**config.mk**
```make
export PLATFORM = sky130hd
export DESIGN_NAME = adc_conversion_sequencer
export DESIGN_NICKNAME = d
export VERILOG_FILES = /design/src/design/adc_seq_pkg.sv /design/src/design/adc_conversion_sequencer.sv
export VERILOG_INCLUDE_DIRS = /design/src /design/src/design
export SDC_FILE = /design/constraint.sdc
export NUM_CORES = 1
export LEC_CHECK = 0
export ABC_AREA = 1
export BUFFER_PORTS_ARGS = -buffer_cell sky130_fd_sc_hd__buf_2
export CAP_MARGIN = 20
export CORE_MARGIN = 3
export CORE_UTILIZATION = 56
export DETAILED_ROUTE_END_ITERATION = 12
export PLACE_DENSITY = 0.81
export SYNTH_ARGS = -nofsm -noshare
export SYNTH_HDL_FRONTEND = slang
export SYNTH_SLANG_ARGS = --single-unit
```
**constraint.sdc**
```tcl
create_clock -name CLK_SYS_I -period 4.71 [get_ports CLK_SYS_I]
set_clock_uncertainty 0.15 [all_clocks]
set_input_delay 0.2355 -clock CLK_SYS_I [delete_from_list [all_inputs] [get_ports CLK_SYS_I]]
set_output_delay 0.2355 -clock CLK_SYS_I [all_outputs]
set_load 0.005 [all_outputs]
```
**src/design/adc_seq_regs.svh**
```systemverilog
`ifndef ADC_SEQ_REGS_SVH
`define ADC_SEQ_REGS_SVH
// Register byte addresses
`define ADDR_CTRL 8'h00
`define ADDR_CHAN 8'h04
`define ADDR_RES_LO 8'h08
`define ADDR_RES_HI 8'h0C
`define ADDR_SPECIAL 8'h10
// Control and status fields
`define CTRL_EN 7
`define CTRL_START 6
`define CTRL_AUTO 5
`define CTRL_FLAG 4
`define CTRL_PS 2:0
// Channel select fields
`define CHAN_REF 7:6
`define CHAN_LADJ 5
`define CHAN_MUX 4:0
// Special function fields
`define SPEC_TSEL 7:5
// Trigger source code meaning own completion flag
`define TSEL_FREE 3'h0
// First differential channel code
`define DIFF_FIRST 5'h08
// Conversion lengths and sample points, in half converter cycles
`define HC_NORMAL 6'h1A
`define HC_DIFF 6'h1C
`define HC_FIRST 6'h32
`define SH_NORMAL 6'h03
`define SH_FIRST 6'h1B
`define SH_AUTO 6'h04
// Bus responses
`define RESP_OKAY 2'h0
`define RESP_SLVERR 2'h2
`endif

```
**src/design/adc_seq_pkg.sv**
```systemverilog
package adc_seq_pkg;
   typedef enum logic [2:0] {
      S_IDLE = 3'b001,
      S_ARMED = 3'b010,
      S_CONV = 3'b100
   } seq_state_t;

   typedef struct packed {
      logic awready;
      logic wready;
      logic aw_got;
      logic w_got;
      logic [7:0] waddr;
      logic [7:0] wdata;
      logic wlane0;
      logic bvalid;
      logic [1:0] bresp;
      logic arready;
      logic rvalid;
      logic [7:0] rdata;
      logic [1:0] rresp;
   } bus_state_t;

   typedef struct packed {
      bus_state_t bus;
      seq_state_t st;
      logic enable;
      logic auto_en;
      logic flag;
      logic [2:0] ps;
      logic [1:0] ref_sw;
      logic ladj;
      logic [4:0] chan_sw;
      logic [2:0] tsel;
      logic [1:0] ref_buf;
      logic [4:0] chan_buf;
      logic [1:0] ref_out;
      logic [4:0] chan_out;
      logic [9:0] result;
      logic lock;
      logic [6:0] presc;
      logic hrclk;
      logic [5:0] hcnt;
      logic [5:0] len;
      logic [5:0] sh_at;
      logic first;
      logic trig_prev;
      logic trig_p1;
      logic trig_p2;
      logic sample;
      logic done;
      logic busy;
   } seq_regs_t;
endpackage

```
**src/design/adc_conversion_sequencer.sv**
```systemverilog
`timescale 1ns/1ns
`default_nettype none
`include "adc_seq_regs.svh"
module adc_conversion_sequencer (
   input wire logic CLK_SYS_I, // 125 MHz system clock
   input wire logic RESETN_I, // Async reset, active low
   input wire logic [7:0] S_AXI_AWADDR_I, // Write address
   input wire logic S_AXI_AWVALID_I, // Write address valid
   output logic S_AXI_AWREADY_O, // Write address ready
   input wire logic [31:0] S_AXI_WDATA_I, // Write data
   input wire logic [3:0] S_AXI_WSTRB_I, // Write byte enables
   input wire logic S_AXI_WVALID_I, // Write data valid
   output logic S_AXI_WREADY_O, // Write data ready
   output logic [1:0] S_AXI_BRESP_O, // Write response
   output logic S_AXI_BVALID_O, // Write response valid
   input wire logic S_AXI_BREADY_I, // Write response ready
   input wire logic [7:0] S_AXI_ARADDR_I, // Read address
   input wire logic S_AXI_ARVALID_I, // Read address valid
   output logic S_AXI_ARREADY_O, // Read address ready
   output logic [31:0] S_AXI_RDATA_O, // Read data
   output logic [1:0] S_AXI_RRESP_O, // Read response
   output logic S_AXI_RVALID_O, // Read data valid
   input wire logic S_AXI_RREADY_I, // Read data ready
   input wire logic [7:0] TRIGGER_I, // Trigger source flags
   input wire logic [9:0] SAR_RESULT_I, // Code from comparator core
   output logic ENABLE_O, // Analog circuitry enable
   output logic [4:0] CHANNEL_O, // Applied channel and gain
   output logic [1:0] REFERENCE_O, // Applied reference
   output logic SAMPLE_O, // Sample-and-hold strobe
   output logic DONE_O, // Conversion complete strobe
   output logic BUSY_O // Conversion in progress
);
   adc_seq_pkg::seq_regs_t cur_ff, nxt_cur;

   // Divider limit: ratio 2 for codes 0 and 1, else 2 to the code
   function automatic logic [6:0] presc_limit(input logic [2:0] ps);
      logic [7:0] r;
      r = 8'h01 << ((ps == 3'h0) ? 3'h1 : ps);
      return 7'(r - 8'h01);
   endfunction

   // Aligned result byte for a given register address
   function automatic logic [7:0] align(input logic [9:0] r, input logic ladj,
         input logic hi);
      logic [15:0] w;
      w = ladj ? {r, 6'h00} : {6'h00, r};
      return hi ? w[15:8] : w[7:0];
   endfunction

   logic [6:0] lim;
   logic full_tick, half_tick, tick, trig_now, fire, diff, free_run;
   logic wr_do, rd_do, mapped_w, mapped_r, do_start, at_sh, at_end;

   // Sequencing and bus, all state computed as one copy
   always_comb begin
      nxt_cur = cur_ff;
      nxt_cur.sample = 1'b0;
      nxt_cur.done = 1'b0;
      lim = presc_limit(cur_ff.ps);
      diff = (cur_ff.chan_buf >= `DIFF_FIRST);
      free_run = (cur_ff.tsel == `TSEL_FREE);

      // Write channel: address and data may arrive in either order
      if (S_AXI_AWVALID_I && cur_ff.bus.awready) begin
         nxt_cur.bus.aw_got = 1'b1;
         nxt_cur.bus.waddr = S_AXI_AWADDR_I;
      end
      if (S_AXI_WVALID_I && cur_ff.bus.wready) begin
         nxt_cur.bus.w_got = 1'b1;
         nxt_cur.bus.wdata = S_AXI_WDATA_I[7:0];
         nxt_cur.bus.wlane0 = S_AXI_WSTRB_I[0];
      end
      wr_do = nxt_cur.bus.aw_got && nxt_cur.bus.w_got && !cur_ff.bus.bvalid;
      mapped_w = (nxt_cur.bus.waddr == `ADDR_CTRL) || (nxt_cur.bus.waddr == `ADDR_CHAN)
         || (nxt_cur.bus.waddr == `ADDR_RES_LO) || (nxt_cur.bus.waddr == `ADDR_RES_HI)
         || (nxt_cur.bus.waddr == `ADDR_SPECIAL);
      do_start = 1'b0;
      if (wr_do) begin
         nxt_cur.bus.aw_got = 1'b0;
         nxt_cur.bus.w_got = 1'b0;
         nxt_cur.bus.bvalid = 1'b1;
         nxt_cur.bus.bresp = mapped_w ? `RESP_OKAY : `RESP_SLVERR;
         // Only byte lane 0 carries bits; upper lanes are ignored
         if (nxt_cur.bus.wlane0) begin
            case (nxt_cur.bus.waddr)
               `ADDR_CTRL: begin
                  nxt_cur.enable = nxt_cur.bus.wdata[`CTRL_EN];
                  nxt_cur.auto_en = nxt_cur.bus.wdata[`CTRL_AUTO];
                  nxt_cur.ps = nxt_cur.bus.wdata[`CTRL_PS];
                  do_start = nxt_cur.bus.wdata[`CTRL_START];
                  if (nxt_cur.bus.wdata[`CTRL_FLAG]) begin
                     nxt_cur.flag = 1'b0;
                  end
               end
               `ADDR_CHAN: begin
                  nxt_cur.ref_sw = nxt_cur.bus.wdata[`CHAN_REF];
                  nxt_cur.ladj = nxt_cur.bus.wdata[`CHAN_LADJ];
                  nxt_cur.chan_sw = nxt_cur.bus.wdata[`CHAN_MUX];
               end
               `ADDR_SPECIAL: nxt_cur.tsel = nxt_cur.bus.wdata[`SPEC_TSEL];
               default: ;
            endcase
         end
      end
      if (cur_ff.bus.bvalid && S_AXI_BREADY_I) begin
         nxt_cur.bus.bvalid = 1'b0;
      end

      // Read channel; result byte reads steer the update lock
      rd_do = S_AXI_ARVALID_I && cur_ff.bus.arready;
      mapped_r = (S_AXI_ARADDR_I == `ADDR_CTRL) || (S_AXI_ARADDR_I == `ADDR_CHAN)
         || (S_AXI_ARADDR_I == `ADDR_RES_LO) || (S_AXI_ARADDR_I == `ADDR_RES_HI)
         || (S_AXI_ARADDR_I == `ADDR_SPECIAL);
      if (cur_ff.bus.rvalid && S_AXI_RREADY_I) begin
         nxt_cur.bus.rvalid = 1'b0;
      end
      if (rd_do) begin
         nxt_cur.bus.rvalid = 1'b1;
         nxt_cur.bus.rresp = mapped_r ? `RESP_OKAY : `RESP_SLVERR;
         case (S_AXI_ARADDR_I)
            `ADDR_CTRL: nxt_cur.bus.rdata = {cur_ff.enable,
               (cur_ff.st != adc_seq_pkg::S_IDLE), cur_ff.auto_en, cur_ff.flag,
               1'b0, cur_ff.ps};
            `ADDR_CHAN: nxt_cur.bus.rdata = {cur_ff.ref_sw, cur_ff.ladj, cur_ff.chan_sw};
            `ADDR_RES_LO: begin
               nxt_cur.bus.rdata = align(cur_ff.result, cur_ff.ladj, 1'b0);
               nxt_cur.lock = 1'b1;
            end
            `ADDR_RES_HI: begin
               nxt_cur.bus.rdata = align(cur_ff.result, cur_ff.ladj, 1'b1);
               nxt_cur.lock = 1'b0;
            end
            `ADDR_SPECIAL: nxt_cur.bus.rdata = {cur_ff.tsel, 5'h00};
            default: nxt_cur.bus.rdata = 8'h00;
         endcase
      end

      // Prescaler runs only while enabled, wraps at power-of-two limit
      full_tick = cur_ff.enable && (cur_ff.presc == lim);
      half_tick = cur_ff.enable && (cur_ff.presc == (lim >> 1));
      tick = full_tick || half_tick;
      nxt_cur.presc = full_tick ? 7'h00 : 7'(cur_ff.presc + 7'h01);
      if (full_tick) begin
         nxt_cur.hrclk = !cur_ff.hrclk;
      end

      // Trigger edge detect plus two more stages: three CPU cycles of sync
      trig_now = free_run ? 1'b0 : TRIGGER_I[cur_ff.tsel];
      nxt_cur.trig_prev = trig_now;
      nxt_cur.trig_p1 = trig_now && !cur_ff.trig_prev && cur_ff.auto_en && cur_ff.enable;
      nxt_cur.trig_p2 = cur_ff.trig_p1;
      fire = cur_ff.trig_p2 && cur_ff.auto_en && cur_ff.enable;

      at_sh = tick && (6'(cur_ff.hcnt + 6'h01) == cur_ff.sh_at);
      at_end = tick && (6'(cur_ff.hcnt + 6'h01) == cur_ff.len);

      case (cur_ff.st)
         adc_seq_pkg::S_IDLE: begin
            if (fire) begin
               // Restarting the divider fixes the delay from edge to sample
               nxt_cur.presc = 7'h00;
               nxt_cur.st = adc_seq_pkg::S_CONV;
               nxt_cur.hcnt = 6'h00;
               nxt_cur.len = cur_ff.first ? `HC_FIRST : `HC_NORMAL;
               nxt_cur.sh_at = cur_ff.first ? `SH_FIRST : `SH_AUTO;
               nxt_cur.first = 1'b0;
            end else if (do_start && nxt_cur.enable) begin
               nxt_cur.st = adc_seq_pkg::S_ARMED;
            end
         end
         adc_seq_pkg::S_ARMED: begin
            if (full_tick) begin
               nxt_cur.st = adc_seq_pkg::S_CONV;
               nxt_cur.hcnt = 6'h00;
               if (cur_ff.first) begin
                  nxt_cur.len = `HC_FIRST;
                  nxt_cur.sh_at = `SH_FIRST;
               end else begin
                  nxt_cur.len = (diff && cur_ff.hrclk) ? `HC_DIFF : `HC_NORMAL;
                  nxt_cur.sh_at = `SH_NORMAL;
               end
               nxt_cur.first = 1'b0;
            end
         end
         adc_seq_pkg::S_CONV: begin
            if (tick) begin
               nxt_cur.hcnt = 6'(cur_ff.hcnt + 6'h01);
            end
            nxt_cur.sample = at_sh;
            if (at_end) begin
               nxt_cur.done = 1'b1;
               if (!cur_ff.lock) begin
                  nxt_cur.result = SAR_RESULT_I;
               end
               nxt_cur.hcnt = 6'h00;
               if (cur_ff.auto_en && free_run) begin
                  // Back to back, start bit stays high throughout
                  nxt_cur.len = diff ? `HC_DIFF : `HC_NORMAL;
                  nxt_cur.sh_at = `SH_NORMAL;
               end else begin
                  nxt_cur.st = adc_seq_pkg::S_IDLE;
                  nxt_cur.first = cur_ff.auto_en && diff;
               end
            end
         end
         default: nxt_cur.st = adc_seq_pkg::S_IDLE;
      endcase

      // Flag set after any software clear, so a same-cycle event wins
      if (nxt_cur.done) begin
         nxt_cur.flag = 1'b1;
      end

      // Selection buffer frozen during a conversion until its last cycle
      if (nxt_cur.st != adc_seq_pkg::S_CONV
            || nxt_cur.hcnt >= 6'(nxt_cur.len - 6'h02)) begin
         nxt_cur.ref_buf = nxt_cur.ref_sw;
         nxt_cur.chan_buf = nxt_cur.chan_sw;
      end

      // Disabled: divider in reset, next conversion is a first one
      if (!nxt_cur.enable) begin
         nxt_cur.presc = 7'h00;
         nxt_cur.hrclk = 1'b0;
         nxt_cur.st = adc_seq_pkg::S_IDLE;
         nxt_cur.first = 1'b1;
         nxt_cur.sample = 1'b0;
      end
      nxt_cur.ref_out = nxt_cur.enable ? nxt_cur.ref_buf : 2'h0;
      nxt_cur.chan_out = nxt_cur.enable ? nxt_cur.chan_buf : 5'h00;

      // Ready flags registered so bus outputs come from flops
      nxt_cur.bus.awready = !nxt_cur.bus.aw_got && !nxt_cur.bus.bvalid;
      nxt_cur.bus.wready = !nxt_cur.bus.w_got && !nxt_cur.bus.bvalid;
      nxt_cur.bus.arready = !nxt_cur.bus.rvalid;
      // Busy kept as its own flop so the output needs no state decode
      nxt_cur.busy = (nxt_cur.st == adc_seq_pkg::S_CONV);
   end

   // State register
   always_ff @(posedge CLK_SYS_I or negedge RESETN_I) begin
      if (!RESETN_I) begin
         cur_ff <= '0;
         cur_ff.st <= adc_seq_pkg::S_IDLE;
         cur_ff.first <= 1'b1;
      end else begin
         cur_ff <= nxt_cur;
      end
   end

   // Outputs straight from the state flops
   assign S_AXI_AWREADY_O = cur_ff.bus.awready;
   assign S_AXI_WREADY_O = cur_ff.bus.wready;
   assign S_AXI_BVALID_O = cur_ff.bus.bvalid;
   assign S_AXI_BRESP_O = cur_ff.bus.bresp;
   assign S_AXI_ARREADY_O = cur_ff.bus.arready;
   assign S_AXI_RVALID_O = cur_ff.bus.rvalid;
   assign S_AXI_RDATA_O = {24'h000000, cur_ff.bus.rdata};
   assign S_AXI_RRESP_O = cur_ff.bus.rresp;
   assign ENABLE_O = cur_ff.enable;
   assign CHANNEL_O = cur_ff.chan_out;
   assign REFERENCE_O = cur_ff.ref_out;
   assign SAMPLE_O = cur_ff.sample;
   assign DONE_O = cur_ff.done;
   assign BUSY_O = cur_ff.busy;
endmodule
`default_nettype wire

```
==> flow_summary_export.csv <==
group,metric,value,unit
outcome,outcome,"completed",
sta,hold_ws,26.6,ps
detailed_routing,drtIter0Drc,432,
clocking,cts.clk_slew.worst_paths,110,ps
worst_hold_path,hold_depth,4,
sta,drv_slew,0,
yosys,ys_ff_latch,109,
global_routing,grt_pass1_vias,5191,
layout,finalNonFillerCells,968,
setup_path,endpoint_kind,"flip-flop",
sta,hold_violations,0,
yosys,syn_area,0.00626,mm2
detailed_routing,drtPass1Iterations,5,
power_and_ir_drop,p_leak,3.63,nW
yosys,yosys_warnings,0,
layout,drive_above_1_share,22.2,%
detailed_routing,ant_nets,0,
yosys,synth_top_area_share,42.8,%
worst_hold_path,min_to,"cur_ff[93]$_DFF_PN0_",
layout,layout_commonest_cell,"nand2_1",
yosys,synth.distinct_cells,59,
yosys,ys_async_sr_fraction,100,%
setup_path,critPathArrivalTime,4330,ps
run,drv_cap,0,
placed_design,port_buffers,75,
yosys,ys.flop_type,"dfrtp_1",
floorplanning,die_width,112,um
detailed_routing,wl_per_cell,14.7,um
sta,finalSetupViolCount,0,
detailed_routing,num_vias,5140,
placed_design,gp_congestion,0.946,
clocking,cts_root_buffer,"clkbuf_8",
yosys,synthTopCellsByArea,"dfrtp_1 (43%), nand2_1 (10%), buf_4 (5.3%), inv_1 (5.2%), nor2_1 (3.7%)",
floorplanning,ios,129,
layout,area_growth,11.2,%
setup_path,worstReg2RegEnd,"CHANNEL_O[2]$_DFF_PN0_",
clocking,clock_latency,380,ps
global_routing,antenna_found_initial,0,
worst_hold_path,holdCritPathClass,"in -> reg",
placed_design,dp_cells,930,
sta,rsz0062_at_grt,"false",
sta,fin_tns_setup,0,ps
sta,finalCritPeriodShare,88.8,%
layout,layout.nets,914,
floorplanning,die_h,112,um
detailed_routing,vias_per_cell,5.31,
clocking,cts_sinks,109,
clocking,cts_buffer_depth,2,
setup_path,r2r_cells,27,
global_routing,globalRoute.totalOverflow,0,
layout,layout_common_cells,"nand2_1 (173), dfrtp_1 (107), inv_1 (86)",
clocking,cts_buffers,9,
yosys,synthesis.instances,741,
setup_path,start_kind,"flip-flop",
setup_path,r2r-start,"cur_ff[70]$_DFFE_PN0P_",
global_routing,grt_start_max_net_pins,70,
detailed_routing,wl,14200,um
clocking,h-tree-depth,3,
detailed_routing,drcViolationCount,0,
yosys,synth_seq_area_share,43.6,%
layout,num_antenna_cells,0,
floorplanning,core-area,0.0106,mm2
power_and_ir_drop,irDropWorstVdd,0.000316,V
worst_hold_path,hp-start,"S_AXI_WSTRB_I[0]",
yosys,synth-edff-count,0,
sta,relSlewSlack,42.6,%
sta,post-route-min-period,4180,ps
floorplanning,start_util,59.0,%
sta,fmax,0.239,GHz
clocking,cts_tree,"built",
power_and_ir_drop,powerDensity,354,mW/mm2
floorplanning,num_rows,37,
global_routing,grt_pass1_wl,24400,um
placed_design,hpwlAfterDp,10700,um
sta,worstMarginPinSlew,861,ps
yosys,yosys.area.top_type,"dfrtp_1",
setup_path,rrSetupSlack,530,ps
floorplanning,die_area,0.0125,mm2
setup_path,criticalPathCategory,"reg -> reg",
global_routing,grtUsageTotal,23.7,%
yosys,syn_avg_cell_area,8.44,um2
setup_path,required,4860,ps
setup_path,cp_max_fo,8,
-- final cells by class --
cell class | count | area [um2]
fillers | 864 | 3640
multi-input cells | 510 | 2880
flip-flops and latches | 109 | 2730
repair buffers | 100 | 621
inverters | 97 | 372
well taps | 136 | 170
clock buffers | 10 | 138
clock inverters | 6 | 53.8
-- worst max-delay path, stage by stage (launching register included) --
cell	delay, ps
dfrtp_1	390
or2_2	310
ha_1	330
inv_1	60
nand2_1	60
nand2_1	50
nor2_1	80
nand3_1	100
inv_1	100
nand3_4	160
nand2_2	150
inv_1	60
nor2_1	140
nand2_1	180
o21a_1	240
inv_1	60
ha_1	210
o21ai_0	150
a21boi_0	100
o21ai_0	150
nand2_1	100
nand2_1	60
nand2_1	50
a21oi_1	210
nand2_4	130
inv_4	100
nand2_1	70
a21oi_1	150
-- routing by layer --
metal | track usage, % | vias to the layer above | part of all wire (%)
met5 | 0 | - | 0
met4 | 9.49 | 0 | 2.6
met3 | 2.55 | 32 | 4.1
met2 | 41.6 | 153 | 50
met1 | 29.9 | 2464 | 43
li1 | - | 2491 | -
-- through the flow --
step / util, % / instance area (um2) / power [mW] / worst slack (ps)
after floorplan: - / 6350 / 1.71 / 865
after global placement: 61.8 / 6550 / 1.86 / 636
after detailed placement: 61.8 / 6550 / 1.90 / 603
after CTS: 65.6 / 6960 / 2.47 / 543
after global routing: 65.6 / 6960 / 2.62 / 68.4
final: 65.6 / 6960 / 2.46 / 530
-- registers in the layout, summed over array words and instances, names as in the netlist --
register,cells
BUSY_O,1
CHANNEL_O,5
DONE_O,1
ENABLE_O,1
REFERENCE_O,2
SAMPLE_O,1
S_AXI_ARREADY_O,1
S_AXI_AWREADY_O,1
S_AXI_BRESP_O,1
S_AXI_BVALID_O,1
S_AXI_RDATA_O,8
S_AXI_RRESP_O,1
S_AXI_RVALID_O,1
S_AXI_WREADY_O,1
cur_ff,83
-- logic make-up after synthesis --
| kind of cell | synth area share, % |
|---|---|
| XOR/XNOR | 0.980 |
| adder cells (fa/ha/maj) | 2.00 |
| AND/OR/NAND/NOR | 28.5 |
| AO/OA/AOI/OAI | 10.4 |
| buffers and inverters | 11.9 |
| other | 0.120 |
| multiplexers | 2.40 |
| flip-flops | 43.6 |
-- how the worst max path moves through the flow --
stage	start	end	slack, ps	cells past startpoint
final	cur_ff[70]$_DFFE_PN0P_	CHANNEL_O[2]$_DFF_PN0_	530	27
after global routing	cur_ff[70]$_DFFE_PN0P_	CHANNEL_O[2]$_DFF_PN0_	70	27
after CTS	cur_ff[70]$_DFFE_PN0P_	CHANNEL_O[2]$_DFF_PN0_	540	27
after detailed placement	cur_ff[70]$_DFFE_PN0P_	CHANNEL_O[2]$_DFF_PN0_	600	27
after global placement	cur_ff[70]$_DFFE_PN0P_	CHANNEL_O[1]$_DFF_PN0_	640	27
after floorplan	cur_ff[70]$_DFFE_PN0P_	REFERENCE_O[0]$_DFF_PN0_	870	29
-- what timing repair did --
item | in CTS | in global routing
endpoints found under the hold margin | 90 | 0
hold buffers | 22 | 0
setup buffers | 0 | 0
resized for setup | 0 | 0
-- report_power, final --
group,total [mW],internal [mW],switching [mW]
Combinational,0.710,0.243,0.467
Sequential,1.20,1.10,0.0963
Clock,0.560,0.217,0.343
Total,2.46,1.56,0.907
-- Yosys cell counts, drive strengths merged (3+ instances only) --
master	n
ha	10
o21a	3
dfrtp	107
o22ai	4
nand3	45
inv	95
a22o	4
xor2	6
nand4	12
nor2	72
nor4	3
a31oi	4
a21oi	32
mux2	10
buf	48
o21ai	41
nor3	8
or2	12
nand2	198
Note: power is estimated with default switching activity, not from simulation.
